`config.mk`:
```
export PLATFORM = sky130hd
export DESIGN_NAME = vrpa_top
export DESIGN_NICKNAME = d
export VERILOG_FILES = /design/src/logic/vrpa_pkg.sv /design/src/logic/vrpa_dec_if.sv /design/src/logic/vrpa_decode.sv /design/src/logic/vrpa_ap_bank.sv /design/src/logic/vrpa_top.sv
export VERILOG_INCLUDE_DIRS = /design/src /design/src/logic
export SDC_FILE = /design/constraint.sdc
export NUM_CORES = 1
export LEC_CHECK = 0
export ABC_AREA = 1
export BUFFER_PORTS_ARGS = -buffer_cell sky130_fd_sc_hd__buf_4
export CAP_MARGIN = 20
export CORE_MARGIN = 8
export CORE_UTILIZATION = 40
export CTS_CLUSTER_DIAMETER = 60
export DETAILED_ROUTE_END_ITERATION = 6
export GPL_TIMING_DRIVEN = 0
export PLACE_DENSITY_LB_ADDON = 0.05
export SLEW_MARGIN = 20
export SYNTH_ARGS = -nofsm -noshare
export SYNTH_HDL_FRONTEND = slang
export SYNTH_HIERARCHICAL = 1
export SYNTH_SLANG_ARGS = --single-unit
```
`constraint.sdc`:
```
create_clock -name clk_in -period 5.71 [get_ports clk_in]
set_input_delay 0.571 -clock clk_in [delete_from_list [all_inputs] [get_ports clk_in]]
set_output_delay 0.571 -clock clk_in [all_outputs]
set_load 0.02 [all_outputs]
```
`src/logic/vrpa_consts.svh`:
```
`ifndef VRPA_CONSTS_SVH
`define VRPA_CONSTS_SVH

// ==========================================================================
// encodings of the coprocessor access
// ==========================================================================
`define VRPA_COPROC       4'hF
`define VRPA_RPR_OPC1     3'h0
`define VRPA_RPR_CRN      4'hC
`define VRPA_RPR_CRM      4'hB
`define VRPA_RPR_OPC2     3'h3
`define VRPA_ICH_OPC1     3'h4
`define VRPA_ICH_CRN      4'hC
`define VRPA_AP0_CRM      4'h8
`define VRPA_AP1_CRM      4'h9
`define VRPA_CTL_CRM      4'hB
`define VRPA_LR_CRM_LO    4'hC
`define VRPA_LR_CRM_HI    4'hF

// ==========================================================================
// control/status selectors under the control CRm
// ==========================================================================
`define VRPA_SEL_HCR      3'h0
`define VRPA_SEL_VTR      3'h1
`define VRPA_SEL_MISR     3'h2
`define VRPA_SEL_EISR     3'h3
`define VRPA_SEL_ELRSR    3'h5
`define VRPA_SEL_VMCR     3'h7

// ==========================================================================
// fields, reset values, figures
// ==========================================================================
`define VRPA_PRIO_MSB     7
`define VRPA_GROUP_LSB    1
`define VRPA_IDLE_PRIO    8'hFF
`define VRPA_AP_RESET     32'h0000_0000
`define VRPA_EC_CP15      6'h03
`define VRPA_AP_REGS      4
`define VRPA_VTR_VALUE    32'h0000_0000

`endif

```
`src/logic/vrpa_pkg.sv`:
```
`default_nettype none

package vrpa_pkg;

  typedef enum logic [1:0] {
    VRPA_RES_OK    = 2'b00,
    VRPA_RES_UNDEF = 2'b01,
    VRPA_RES_TRAP2 = 2'b10,
    VRPA_RES_TRAP3 = 2'b11
  } vrpa_res_e;

  typedef enum logic [1:0] {
    VRPA_EL0 = 2'b00,
    VRPA_EL1 = 2'b01,
    VRPA_EL2 = 2'b10,
    VRPA_EL3 = 2'b11
  } vrpa_el_e;

  typedef enum logic [1:0] {
    VRPA_ST_IDLE = 2'b00,
    VRPA_ST_RESP = 2'b01
  } vrpa_state_e;

endpackage

`default_nettype wire

```
`src/logic/vrpa_dec_if.sv`:
```
`default_nettype none

// carries one decoded access between the decoder and the top
interface vrpa_dec_if;
  logic                hit_rpr;
  logic                hit_ap0;
  logic                hit_ich_ro;
  logic                hit_ich_rw;
  logic [1:0]          ap_idx;
  vrpa_pkg::vrpa_res_e res;
  logic                use_virt;

  modport dec (output hit_rpr, hit_ap0, hit_ich_ro, hit_ich_rw, ap_idx,
               res, use_virt);
  modport top (input hit_rpr, hit_ap0, hit_ich_ro, hit_ich_rw, ap_idx,
               res, use_virt);
endinterface

`default_nettype wire

```
`src/logic/vrpa_decode.sv`:
```
`include "vrpa_consts.svh"
`default_nettype none

module vrpa_decode (
  // access
  input  wire logic [3:0] coproc_in,
  input  wire logic [2:0] opc1_in,
  input  wire logic [3:0] crn_in,
  input  wire logic [3:0] crm_in,
  input  wire logic [2:0] opc2_in,
  input  wire logic       write_in,
  // state
  input  wire logic [1:0] el_in,
  input  wire logic [7:0] cfg_in,
  // result
  vrpa_dec_if.dec         dec
);
  // cfg_in: 0 el2_en 1 t12 2 sre1 3 tc 4 fmo 5 imo 6 el3 routes both
  //         7 el3 undef control
  logic el2_en;
  logic is_rpr;
  logic is_ich;
  logic is_ctl;
  logic ro_sel;

  assign el2_en = cfg_in[0];

  // ==========================================================================
  // encoding decode
  // ==========================================================================
  always_comb begin
    is_rpr = (coproc_in == `VRPA_COPROC) && (opc1_in == `VRPA_RPR_OPC1) &&
             (crn_in == `VRPA_RPR_CRN) && (crm_in == `VRPA_RPR_CRM) &&
             (opc2_in == `VRPA_RPR_OPC2);
    is_ich = (coproc_in == `VRPA_COPROC) && (opc1_in == `VRPA_ICH_OPC1) &&
             (crn_in == `VRPA_ICH_CRN);
    is_ctl = is_ich && (crm_in == `VRPA_CTL_CRM);
    ro_sel = (opc2_in == `VRPA_SEL_VTR) || (opc2_in == `VRPA_SEL_MISR) ||
             (opc2_in == `VRPA_SEL_EISR) || (opc2_in == `VRPA_SEL_ELRSR);
    dec.hit_rpr    = is_rpr;
    dec.hit_ap0    = is_ich && (crm_in == `VRPA_AP0_CRM) && !opc2_in[2];
    dec.hit_ich_ro = is_ctl && ro_sel;
    dec.hit_ich_rw = is_ich && !(is_ctl && ro_sel) &&
                     ((crm_in == `VRPA_AP0_CRM) ||
                      (crm_in == `VRPA_AP1_CRM) ||
                      (is_ctl && ((opc2_in == `VRPA_SEL_HCR) ||
                                  (opc2_in == `VRPA_SEL_VMCR))) ||
                      (crm_in >= `VRPA_LR_CRM_LO));
    dec.ap_idx     = opc2_in[1:0];
  end

  // ==========================================================================
  // privilege checks for the running priority read
  // ==========================================================================
  always_comb begin
    dec.res      = vrpa_pkg::VRPA_RES_OK;
    dec.use_virt = 1'b0;
    if (write_in) begin
      dec.res = vrpa_pkg::VRPA_RES_UNDEF;
    end else begin
      case (el_in)
        vrpa_pkg::VRPA_EL0: begin
          dec.res = vrpa_pkg::VRPA_RES_UNDEF;
        end
        vrpa_pkg::VRPA_EL1: begin
          if (cfg_in[6] && cfg_in[7]) begin
            dec.res = vrpa_pkg::VRPA_RES_UNDEF;
          end else if (el2_en && cfg_in[1]) begin
            dec.res = vrpa_pkg::VRPA_RES_TRAP2;
          end else if (!cfg_in[2]) begin
            dec.res = vrpa_pkg::VRPA_RES_UNDEF;
          end else if (el2_en && cfg_in[3]) begin
            dec.res = vrpa_pkg::VRPA_RES_TRAP2;
          end else if (el2_en && (cfg_in[4] || cfg_in[5])) begin
            dec.use_virt = 1'b1;
          end else if (cfg_in[6]) begin
            dec.res = vrpa_pkg::VRPA_RES_TRAP3;
          end
        end
        default: begin
          dec.res = vrpa_pkg::VRPA_RES_OK;
        end
      endcase
    end
  end

endmodule

`default_nettype wire

```
`src/logic/vrpa_ap_bank.sv`:
```
`include "vrpa_consts.svh"
`default_nettype none

module vrpa_ap_bank (
  // clock and reset
  input  wire logic        clk_in,
  input  wire logic        nrst_in,
  input  wire logic        warm_rst_in,
  // access
  input  wire logic        wr_in,
  input  wire logic [1:0]  idx_in,
  input  wire logic [31:0] wdata_in,
  input  wire logic        el2_impl_in,
  // state
  output logic      [31:0] rdata_out,
  output logic             any_out,
  output logic      [6:0]  lowest_out
);
  logic [31:0] ap      [`VRPA_AP_REGS];
  logic [31:0] next_ap [`VRPA_AP_REGS];
  logic [127:0] flat;

  // ==========================================================================
  // storage
  // ==========================================================================
  genvar g;
  generate
    for (g = 0; g < `VRPA_AP_REGS; g++) begin : g_ap
      always_comb begin
        next_ap[g] = ap[g];
        if (warm_rst_in) begin
          next_ap[g] = `VRPA_AP_RESET;
        end else if (wr_in && el2_impl_in && (idx_in == 2'(g))) begin
          next_ap[g] = wdata_in;
        end
      end
      always_ff @(posedge clk_in or negedge nrst_in) begin
        if (!nrst_in) begin
          ap[g] <= `VRPA_AP_RESET;
        end else begin
          ap[g] <= next_ap[g];
        end
      end
      assign flat[g*32 +: 32] = ap[g];
    end
  endgenerate

  // lowest set bit is the highest active group priority
  always_comb begin
    lowest_out = 7'h7F;
    for (int i = 127; i >= 0; i--) begin
      if (flat[i]) begin
        lowest_out = i[6:0];
      end
    end
    any_out   = |flat;
    rdata_out = el2_impl_in ? ap[idx_in] : 32'h0000_0000;
  end

endmodule

`default_nettype wire

```
`src/logic/vrpa_top.sv`:
```
`include "vrpa_consts.svh"
`default_nettype none

module vrpa_top (
  // clock and reset
  input  wire logic        clk_in,
  input  wire logic        nrst_in,
  input  wire logic        warm_rst_in,
  // coprocessor access
  input  wire logic        req_in,
  input  wire logic        write_in,
  input  wire logic [3:0]  coproc_in,
  input  wire logic [2:0]  opc1_in,
  input  wire logic [3:0]  crn_in,
  input  wire logic [3:0]  crm_in,
  input  wire logic [2:0]  opc2_in,
  input  wire logic [31:0] wdata_in,
  // processor state
  input  wire logic [1:0]  el_in,
  input  wire logic        el1_aa32_in,
  input  wire logic        el2_impl_in,
  input  wire logic        el2_enabled_in,
  input  wire logic        hyp_trap_coproc_group12_in,
  input  wire logic        sysreg_if_enable_el1_in,
  input  wire logic        sysreg_if_enable_el2_in,
  input  wire logic        sysreg_if_enable_el3_in,
  input  wire logic        trap_common_sysregs_in,
  input  wire logic        fiq_routing_override_in,
  input  wire logic        irq_routing_override_in,
  input  wire logic [1:0]  secure_irq_fiq_routing_in,
  input  wire logic        el3_undef_ctl_in,
  // priority sources
  input  wire logic [7:0]  physical_running_priority_in,
  // answer
  output logic             ack_out,
  output logic [31:0]      rdata_out,
  output logic             undef_out,
  output logic             trap_el2_out,
  output logic             trap_el3_out,
  output logic [5:0]       exc_class_out
);
  vrpa_dec_if          dif ();
  vrpa_pkg::vrpa_state_e state, next_state;
  logic [31:0]         next_rdata;
  logic                next_undef;
  logic                next_trap2;
  logic                next_trap3;
  logic [5:0]          next_ec;
  logic                next_ack;
  logic [7:0]          cfg;
  logic [31:0]         ap_rdata;
  logic                ap_any;
  logic [6:0]          ap_low;
  logic [7:0]          vrpr;
  logic [1:0]          ap_idx;
  logic                ap_wr;
  logic                el3_both;

  assign el3_both = &secure_irq_fiq_routing_in;
  assign cfg = {el3_undef_ctl_in, el3_both, irq_routing_override_in,
                fiq_routing_override_in, trap_common_sysregs_in,
                sysreg_if_enable_el1_in, hyp_trap_coproc_group12_in,
                el2_enabled_in};

  // ==========================================================================
  // decode and active priority store
  // ==========================================================================
  vrpa_decode u_dec (
    .coproc_in (coproc_in),
    .opc1_in   (opc1_in),
    .crn_in    (crn_in),
    .crm_in    (crm_in),
    .opc2_in   (opc2_in),
    .write_in  (write_in),
    .el_in     (el_in),
    .cfg_in    (cfg),
    .dec       (dif)
  );

  // layout of the group-0 words follows the memory-mapped form, one bit
  // per preemption level
  assign ap_idx = dif.ap_idx;
  assign ap_wr  = req_in && write_in && dif.hit_ap0 &&
                  (el_in[1] == 1'b1);

  vrpa_ap_bank u_ap (
    .clk_in      (clk_in),
    .nrst_in     (nrst_in),
    .warm_rst_in (warm_rst_in),
    .wr_in       (ap_wr),
    .idx_in      (ap_idx),
    .wdata_in    (wdata_in),
    .el2_impl_in (el2_impl_in),
    .rdata_out   (ap_rdata),
    .any_out     (ap_any),
    .lowest_out  (ap_low)
  );

  // ==========================================================================
  // virtual running priority
  // ==========================================================================
  // a dropped interrupt leaves no active bit, so only set bits count
  always_comb begin
    if (ap_any) begin
      vrpr = {ap_low, 1'b0};
    end else begin
      vrpr = `VRPA_IDLE_PRIO;
    end
  end

  // ==========================================================================
  // answer
  // ==========================================================================
  always_comb begin
    next_state = vrpa_pkg::VRPA_ST_IDLE;
    next_rdata = 32'h0000_0000;
    next_undef = 1'b0;
    next_trap2 = 1'b0;
    next_trap3 = 1'b0;
    next_ec    = 6'h00;
    next_ack   = 1'b0;
    if (req_in) begin
      next_state = vrpa_pkg::VRPA_ST_RESP;
      next_ack   = 1'b1;
      if (dif.hit_rpr) begin
        if (!(el1_aa32_in && el2_impl_in)) begin
          next_undef = 1'b1;
        // EL2 checks its own enable before the monitor routing; with the
        // undefined control set both orders end undefined anyway
        end else if (el_in == vrpa_pkg::VRPA_EL2 &&
                     !write_in && !sysreg_if_enable_el2_in) begin
          next_undef = 1'b1;
        end else if (el_in == vrpa_pkg::VRPA_EL2 && !write_in &&
                     el3_both) begin
          next_undef = el3_undef_ctl_in;
          next_trap3 = !el3_undef_ctl_in;
          next_ec    = el3_undef_ctl_in ? 6'h00 : `VRPA_EC_CP15;
        end else if (el_in == vrpa_pkg::VRPA_EL3 && !write_in) begin
          next_undef = !sysreg_if_enable_el3_in;
          next_rdata = sysreg_if_enable_el3_in ?
                       {24'h00_0000, physical_running_priority_in} :
                       32'h0000_0000;
        end else begin
          case (dif.res)
            vrpa_pkg::VRPA_RES_UNDEF: begin
              next_undef = 1'b1;
            end
            vrpa_pkg::VRPA_RES_TRAP2: begin
              next_trap2 = 1'b1;
              next_ec    = `VRPA_EC_CP15;
            end
            vrpa_pkg::VRPA_RES_TRAP3: begin
              next_trap3 = 1'b1;
              next_ec    = `VRPA_EC_CP15;
            end
            default: begin
              next_rdata = dif.use_virt ? {24'h00_0000, vrpr} :
                           {24'h00_0000,
                            physical_running_priority_in};
            end
          endcase
        end
      end else if (dif.hit_ap0) begin
        if (el_in[1] == 1'b0) begin
          next_undef = 1'b1;
        end else if (!write_in) begin
          next_rdata = ap_rdata;
        end
      end else if (dif.hit_ich_ro) begin
        next_undef = write_in;
        next_rdata = `VRPA_VTR_VALUE;
      end else if (!dif.hit_ich_rw) begin
        next_undef = 1'b1;
      end
    end
  end

  always_ff @(posedge clk_in or negedge nrst_in) begin
    if (!nrst_in) begin
      state         <= vrpa_pkg::VRPA_ST_IDLE;
      ack_out       <= 1'b0;
      rdata_out     <= 32'h0000_0000;
      undef_out     <= 1'b0;
      trap_el2_out  <= 1'b0;
      trap_el3_out  <= 1'b0;
      exc_class_out <= 6'h00;
    end else begin
      state         <= next_state;
      ack_out       <= next_ack;
      rdata_out     <= next_rdata;
      undef_out     <= next_undef;
      trap_el2_out  <= next_trap2;
      trap_el3_out  <= next_trap3;
      exc_class_out <= next_ec;
    end
  end

  // legal read of the register on a part that provides it; the
  // virtual form is the EL1 read that a routing override takes
  logic rpr_rd;
  logic el1_virt_rd;

  assign rpr_rd      = req_in && dif.hit_rpr && !write_in &&
                       el1_aa32_in && el2_impl_in;
  assign el1_virt_rd = rpr_rd && (el_in == vrpa_pkg::VRPA_EL1) &&
                       dif.use_virt &&
                       (dif.res == vrpa_pkg::VRPA_RES_OK);
endmodule

`default_nettype wire

```
Word-level counts from Yosys, hierarchy flattened. Index checks and enable logic that the tools add are counted.

Flip-flop bits (word level): 170. Bits in latches: 0. Bits in writable memories: 0. Memory bits (read-only): 0. Output and inout port bits: 42. Word-level logic and storage cells: 290. Memories kept: 0.

$add $sub $neg: 0. Multipliers: 0. Divide/modulo/power cells: 0. $lt $le $gt $ge: 2. Equal/unequal tests: 20. Shift-type cells: 0. Mux-type cells: 201. Bitwise logic cells: 1. Reductions and logical operators: 56.

Operator list (count): 7-bit 2-to-1 mux (126); 32-bit 2-to-1 mux (16); 128-bit OR reduction (1); 32-bit binary-select mux with 2-bit select (1); 8-bit 2-to-1 mux (8); 1-bit 2-to-1 mux (34); 1-bit logical AND (30); 2-bit 2-to-1 mux (15); 4-bit == test, second input constant (5); 2-bit == test, second input constant (6); 3-bit == test, second input constant (3); 1-bit logical OR (8); 2-bit nonzero test (4); 2-bit by 1-bit == test with 1-bit output, second input constant (3); 3-bit by 2-bit == test with 1-bit output, second input constant (2); 1-bit zero test (6); 3-bit zero test (2); 4-bit >= comparator, second input constant (1); 2-bit zero test (2); 2-bit case mux with 2 select lines (1); 3-bit by 1-bit == test with 1-bit output, second input constant (1); 3-bit >= comparator, second input constant (1); 2-bit inverter with 3-bit output (1); 3-bit OR reduction (1); 2 further kinds (2).

Depth between registers and ports, before layout.
Word-level depth: 136. Gate-level depth with buffers: 132. Gate-level depth less buffers: 132.

By module. The synthesis kept the hierarchy.

Modules (own cells, without submodules): vrpa_ap_bank (instances 1, cells each 1061, area each 7738.7 sq um); vrpa_top (instances 1, cells each 214, area each 1986.9 sq um); vrpa_decode (instances 1, cells each 58, area each 292.8 sq um).

Least setup slack after synthesis. No wires, ideal clock.

Path type: reg-to-reg. Start: register u_ap/ap[28] (netlist bit). End: register rdata_out[1]. Data arrival time: 6.027 ns. Required time: 5.637 ns. Slack: -0.390 ns. Stages on the path, launching flop included: 132. Buffers on the path: 0. Period minus slack after synthesis: 6.100 ns. Cells stage by stage: dfrtp_1 inv_2 nand2_1 nand2_1 nand2_1 nand2_1 nand2_1 nand2_1 nand2_1 nand2_1 nand2_1 nand2_1 nand2_1 nand2_1 nand2_1 nand2_1 nand2_1 nand2_1 [... 96 more ...] nand2_1 nand2_1 nand2_1 nand2_1 nand2_1 nand2_1 nand2_1 nand2_1 nand2_1 nand2_1 nand2_1 a21oi_2 inv_1 nand2_1 nand3_1 nand2_1 nand2_1 a21oi_2.

Longest elaborated chain between the ends: 134.

RTL lines: start: declaration (line vrpa_ap_bank.sv:19) `` logic [31:0] ap [`VRPA_AP_REGS]; ``; start signal: indexed assignment (line vrpa_ap_bank.sv:39) `` ap[g] <= `VRPA_AP_RESET; ``; start signal: indexed assignment (line vrpa_ap_bank.sv:41) `ap[g] <= next_ap[g];`; 7-bit 2-to-1 mux (125 in a row) (line vrpa_ap_bank.sv:52) `if (flat[i]) begin`; net ap_low[0] (line vrpa_top.sv:53) `logic [6:0] ap_low;`; 8-bit 2-to-1 mux (line vrpa_top.sv:104) `if (ap_any) begin`; 8-bit 2-to-1 mux (line vrpa_top.sv:157) `next_rdata = dif.use_virt ? {24'h00_0000, vrpr} :`; 8-bit 2-to-1 mux (line vrpa_top.sv:144) `case (dif.res)`; 8-bit 2-to-1 mux (line vrpa_top.sv:138) `end else if (el_in == vrpa_pkg::VRPA_EL3 && !write_in) begin`; 8-bit 2-to-1 mux (line vrpa_top.sv:133) `end else if (el_in == vrpa_pkg::VRPA_EL2 && !write_in &&`; 8-bit 2-to-1 mux (line vrpa_top.sv:130) `end else if (el_in == vrpa_pkg::VRPA_EL2 &&`; 8-bit 2-to-1 mux (line vrpa_top.sv:126) `if (!(el1_aa32_in && el2_impl_in)) begin`; 32-bit 2-to-1 mux (line vrpa_top.sv:125) `if (dif.hit_rpr) begin`; 32-bit 2-to-1 mux (line vrpa_top.sv:122) `if (req_in) begin`; net next_rdata[1] (line vrpa_top.sv:44) `logic [31:0] next_rdata;`; end signal: assignment (line vrpa_top.sv:190) `rdata_out <= next_rdata;`; end: declaration (line vrpa_top.sv:36) `output logic [31:0] rdata_out,`.

The timed path passes the listed nets, and every way through them passes these cells. A chain may end at the register's enable or synchronous reset.

Worst setup path in the final report.
Start: register u_ap/ap[29] (netlist bit). End: register rdata_out[1].

Longest elaborated chain between the ends: 135.

RTL lines (line): 7-bit 2-to-1 mux (126 in a row) (vrpa_ap_bank.sv:52); net ap_low[0] (vrpa_top.sv:53); 8-bit 2-to-1 mux (vrpa_top.sv:104); 8-bit 2-to-1 mux (vrpa_top.sv:157); 8-bit 2-to-1 mux (vrpa_top.sv:144); 8-bit 2-to-1 mux (vrpa_top.sv:138); 8-bit 2-to-1 mux (vrpa_top.sv:133); 8-bit 2-to-1 mux (vrpa_top.sv:130); 8-bit 2-to-1 mux (vrpa_top.sv:126); 32-bit 2-to-1 mux (vrpa_top.sv:125); 32-bit 2-to-1 mux (vrpa_top.sv:122); net next_rdata[1] (vrpa_top.sv:44).

The timed path passes the listed nets, and every way through them passes these cells.

==> flow_metrics.tcl <==
set metrics [dict create \
    status "finished with violations" \
    violations "setup timing" \
    cp_common_cell "nand2_1" \
    grt_pass1_wl_um 51800 \
    wl_um 32200 \
    setup_viol_count_final 2 \
    cts_max_level 4 \
    criticalPathCategory "flip-flop to flip-flop" \
    cts_hold_buf 0 \
    clk_latency_ps 430 \
    power_mw 3.03 \
    fin_crit_ps 8270 \
    track_usage_pct 21.5 \
    coreArea_mm2 0.0249 \
    synthMuxAreaShare_pct 0.112 \
    rows 58 \
    maxSlewHeadroom_pct 43.1 \
    num-fill-cells 2551 \
    insertedDiodeCount 0 \
    fin_skew_ps 10.2 \
    syn_to_final_growth_pct 20.3 \
    cts.clk_slew.worst_paths_ps 70 \
    drt_iter0_markers 818 \
    layout-drive-gt1-share_pct 19.0 \
    syn_inst 1333 \
    swShare_pct 30.6 \
    synth-simple-area-share_pct 28.6 \
    crit_buf_inv 2 \
    seqCellArea_mm2 0.00413 \
    viasPerCell 5.03 \
    ir_worst_vdd_mv 0.187 \
    path_delay_family "simple AND/OR/NAND/NOR gates" \
    cts_sinks 165 \
    grt_setup_unrepaired "yes" \
    nets 1553 \
    hold_viol 0 \
    postLayoutCoreUtil_pct 48.4 \
    arrival_ps 8580 \
    antenna_left 0 \
    fp.dieArea_mm2 0.0304 \
    critPathMaxStageDelay_ps 400 \
    synthDistinctLibCells 42 \
    syn_area_mm2 0.0100 \
    synth_top_family_by_area "simple AND/OR/NAND/NOR gates" \
    grt_max_degree 68 \
    power.switching_mw 0.929 \
    port_buffers 115 \
    fin_ws_ps -2560 \
    die_w_um 174 \
    grt_pass1_vias 9294 \
    critPathLaunchType "flip-flop" \
    synth_top_area_cell "dfrtp_1" \
    drv_slew 0 \
    p_clk_share_pct 40.3 \
    timing.final.crit_share_pct 145 \
    die_h_um 174 \
    cts_root_buffer "clkbuf_16" \
    power_frac_seq_pct 41.8 \
    grt_overflow 0 \
    num_vias 9139 \
    synth_compound_area_share_pct 14.4 \
    reg2regPathDepth 132 \
    cp_num_cells 132 \
    seq_area_frac_synth_pct 41.2 \
    cts_buffers 17 \
    layout_common_cells "nand2_1 (391), dfrtp_1 (165), nor2_1 (163)" \
    synth_top_area_share_pct 41.2 \
    hold_class "primary input to async pin" \
    cts_tree "yes" \
    powerDensity_mw_per_mm2 251 \
    synthTopCellsByArea "dfrtp_1 (41%), nand2_1 (15%), o21ai_0 (6.7%)" \
    p_int_mw 2.10 \
    worst_setup_path_end_kind "flip-flop" \
    hpwlAfterDp_um 24100 \
    synth.avg_cell_area_um2 7.52 \
    initial_core_util_pct 40.2 \
    critPathSlowestCell "dfrtp_1" \
    multi_input_area_mm2 0.00438 \
    drt_first_pass_iters 5 \
    ios 120 \
    crit_fanout 2 \
    final_common_cell "nand2_1" \
    drcViolationCount 0 \
    post_drt_wl_per_cell_um 17.7 \
    p_leak_nw 5.98 \
    ys_ff_latch 165 \
    fmax_ghz 0.121 \
    max_cap_violations 0 \
    ys_warn_count 6 \
    worst_pin_slew_ps 846 \
    synth_fa_ha_area_share_pct 0 \
    combPwrFrac_pct 17.9 \
    antenna_found_initial 0 \
    cts_buffer_depth 2 \
    worst_ep_required_time_ps 6020 \
    gp_congestion 0.830 \
    synth_xor_xnor_area_share_pct 0 \
]
metal layers:
layer  part of all wire, %  vias up  track usage [%]
met2                    46      273             34.0
li1                      -     4513                -
met1                    46     4323             29.7
met5                     0        -                0
met3                   6.0       30             4.01
met4                   1.3        0             5.45
power by group through the flow:
stage | clock network (mW) | registers, mW | logic (mW)
5_1_grt | 1.29 | 1.27 | 0.614
6_report | 1.22 | 1.27 | 0.544
3_5_place_dp | 0 | 1.29 | 0.533
2_1_floorplan | 0 | 1.27 | 0.327
4_1_cts | 1.25 | 1.26 | 0.539
3_3_place_gp | 0 | 1.29 | 0.527
what timing repair did:
| action | in CTS | in global routing |
|---|---|---|
| buffers inserted | 1 | 2 |
| endpoints found under the setup margin | 1 | 2 |
| pin swaps | 2 | 1 |
| gates resized for setup | 6 | 11 |
| endpoints found under the hold margin | 0 | 0 |
per-stage QoR:
stage               TNS, ps  worst slack, ps  area (µm²)  hold slack (ps)  cells
CTS                   -2650            -2650       12000             16.3   1816
global route          -4590            -3770       12100             21.6   1818
global placement      -2730            -2730       11300              544   1781
detailed placement    -2670            -2670       11400              478   1783
floorplan              -390             -390       10000              275   1336
finish                -2650            -2560       12100             12.2   1818
Yosys cell counts (all sizes together):
library cell / number
a211oi: 1
buf: 17
clkbuf: 41
o31ai: 1
nand2: 413
mux2: 1
o311ai: 1
o21ai: 138
o21bai: 2
bufinv: 38
or2: 1
a31oi: 12
a221oi: 32
nand3: 31
nor4: 10
inv: 161
o22ai: 32
dfrtp: 165
nor2: 173
nand4: 5
nor3: 9
a21boi: 3
nor3b: 24
a21oi: 18
conb: 1
o211ai: 1
clkinv: 2
final timing paths:
path,from,to,slack [ps]
setup / recovery,u_ap/ap[29]$_DFFE_PN0P_,rdata_out[1]$_DFF_PN0_,-2560
setup reg to reg,u_ap/ap[29]$_DFFE_PN0P_,rdata_out[1]$_DFF_PN0_,-2560
hold reg to reg,u_ap/ap[45]$_DFFE_PN0P_,u_ap/ap[45]$_DFFE_PN0P_,580
min in group clk_in,req_in,ack_out$_DFF_PN0_,280
hold / removal,nrst_in,rdata_out[21]$_DFF_PN0_,10
max in group asynchronous,nrst_in,u_ap/ap[12]$_DFFE_PN0P_,4700
area by class of cell:
class                   instances  share of cell area [%]
repair buffers                120                    7.87
inverters                     201                    10.6
flip-flops and latches        165                    34.3
clock buffers                  19                    3.76
clock inverters                13                    1.37
well taps                     330                    3.43
plain buffers                  58                    2.40
multi-input cells             912                    36.3
cell families (layout without fill, tap and decap cells):
logic type / count (synthesis) / after routing
compound gates: 241 / 241
flops: 165 / 165
mux: 1 / 1
other cells: 1 / 4
buf+inv: 259 / 411
simple gates: 666 / 666
worst reg2reg max path: cells and delay by family, from the launching register on:
family	cells	cell delay, ps
buffers and inverters	2	130
DFF	1	400
and+or+nand+nor	128	7560
AOI/OAI and AO/OA	2	90
sequential cells by signal, indices dropped and copies added (netlist names):
name,cells
u_ap/ap,128
rdata_out,32
ack_out,1
exc_class_out,1
trap_el2_out,1
trap_el3_out,1
undef_out,1
Note: power is estimated with default switching activity, not from simulation.
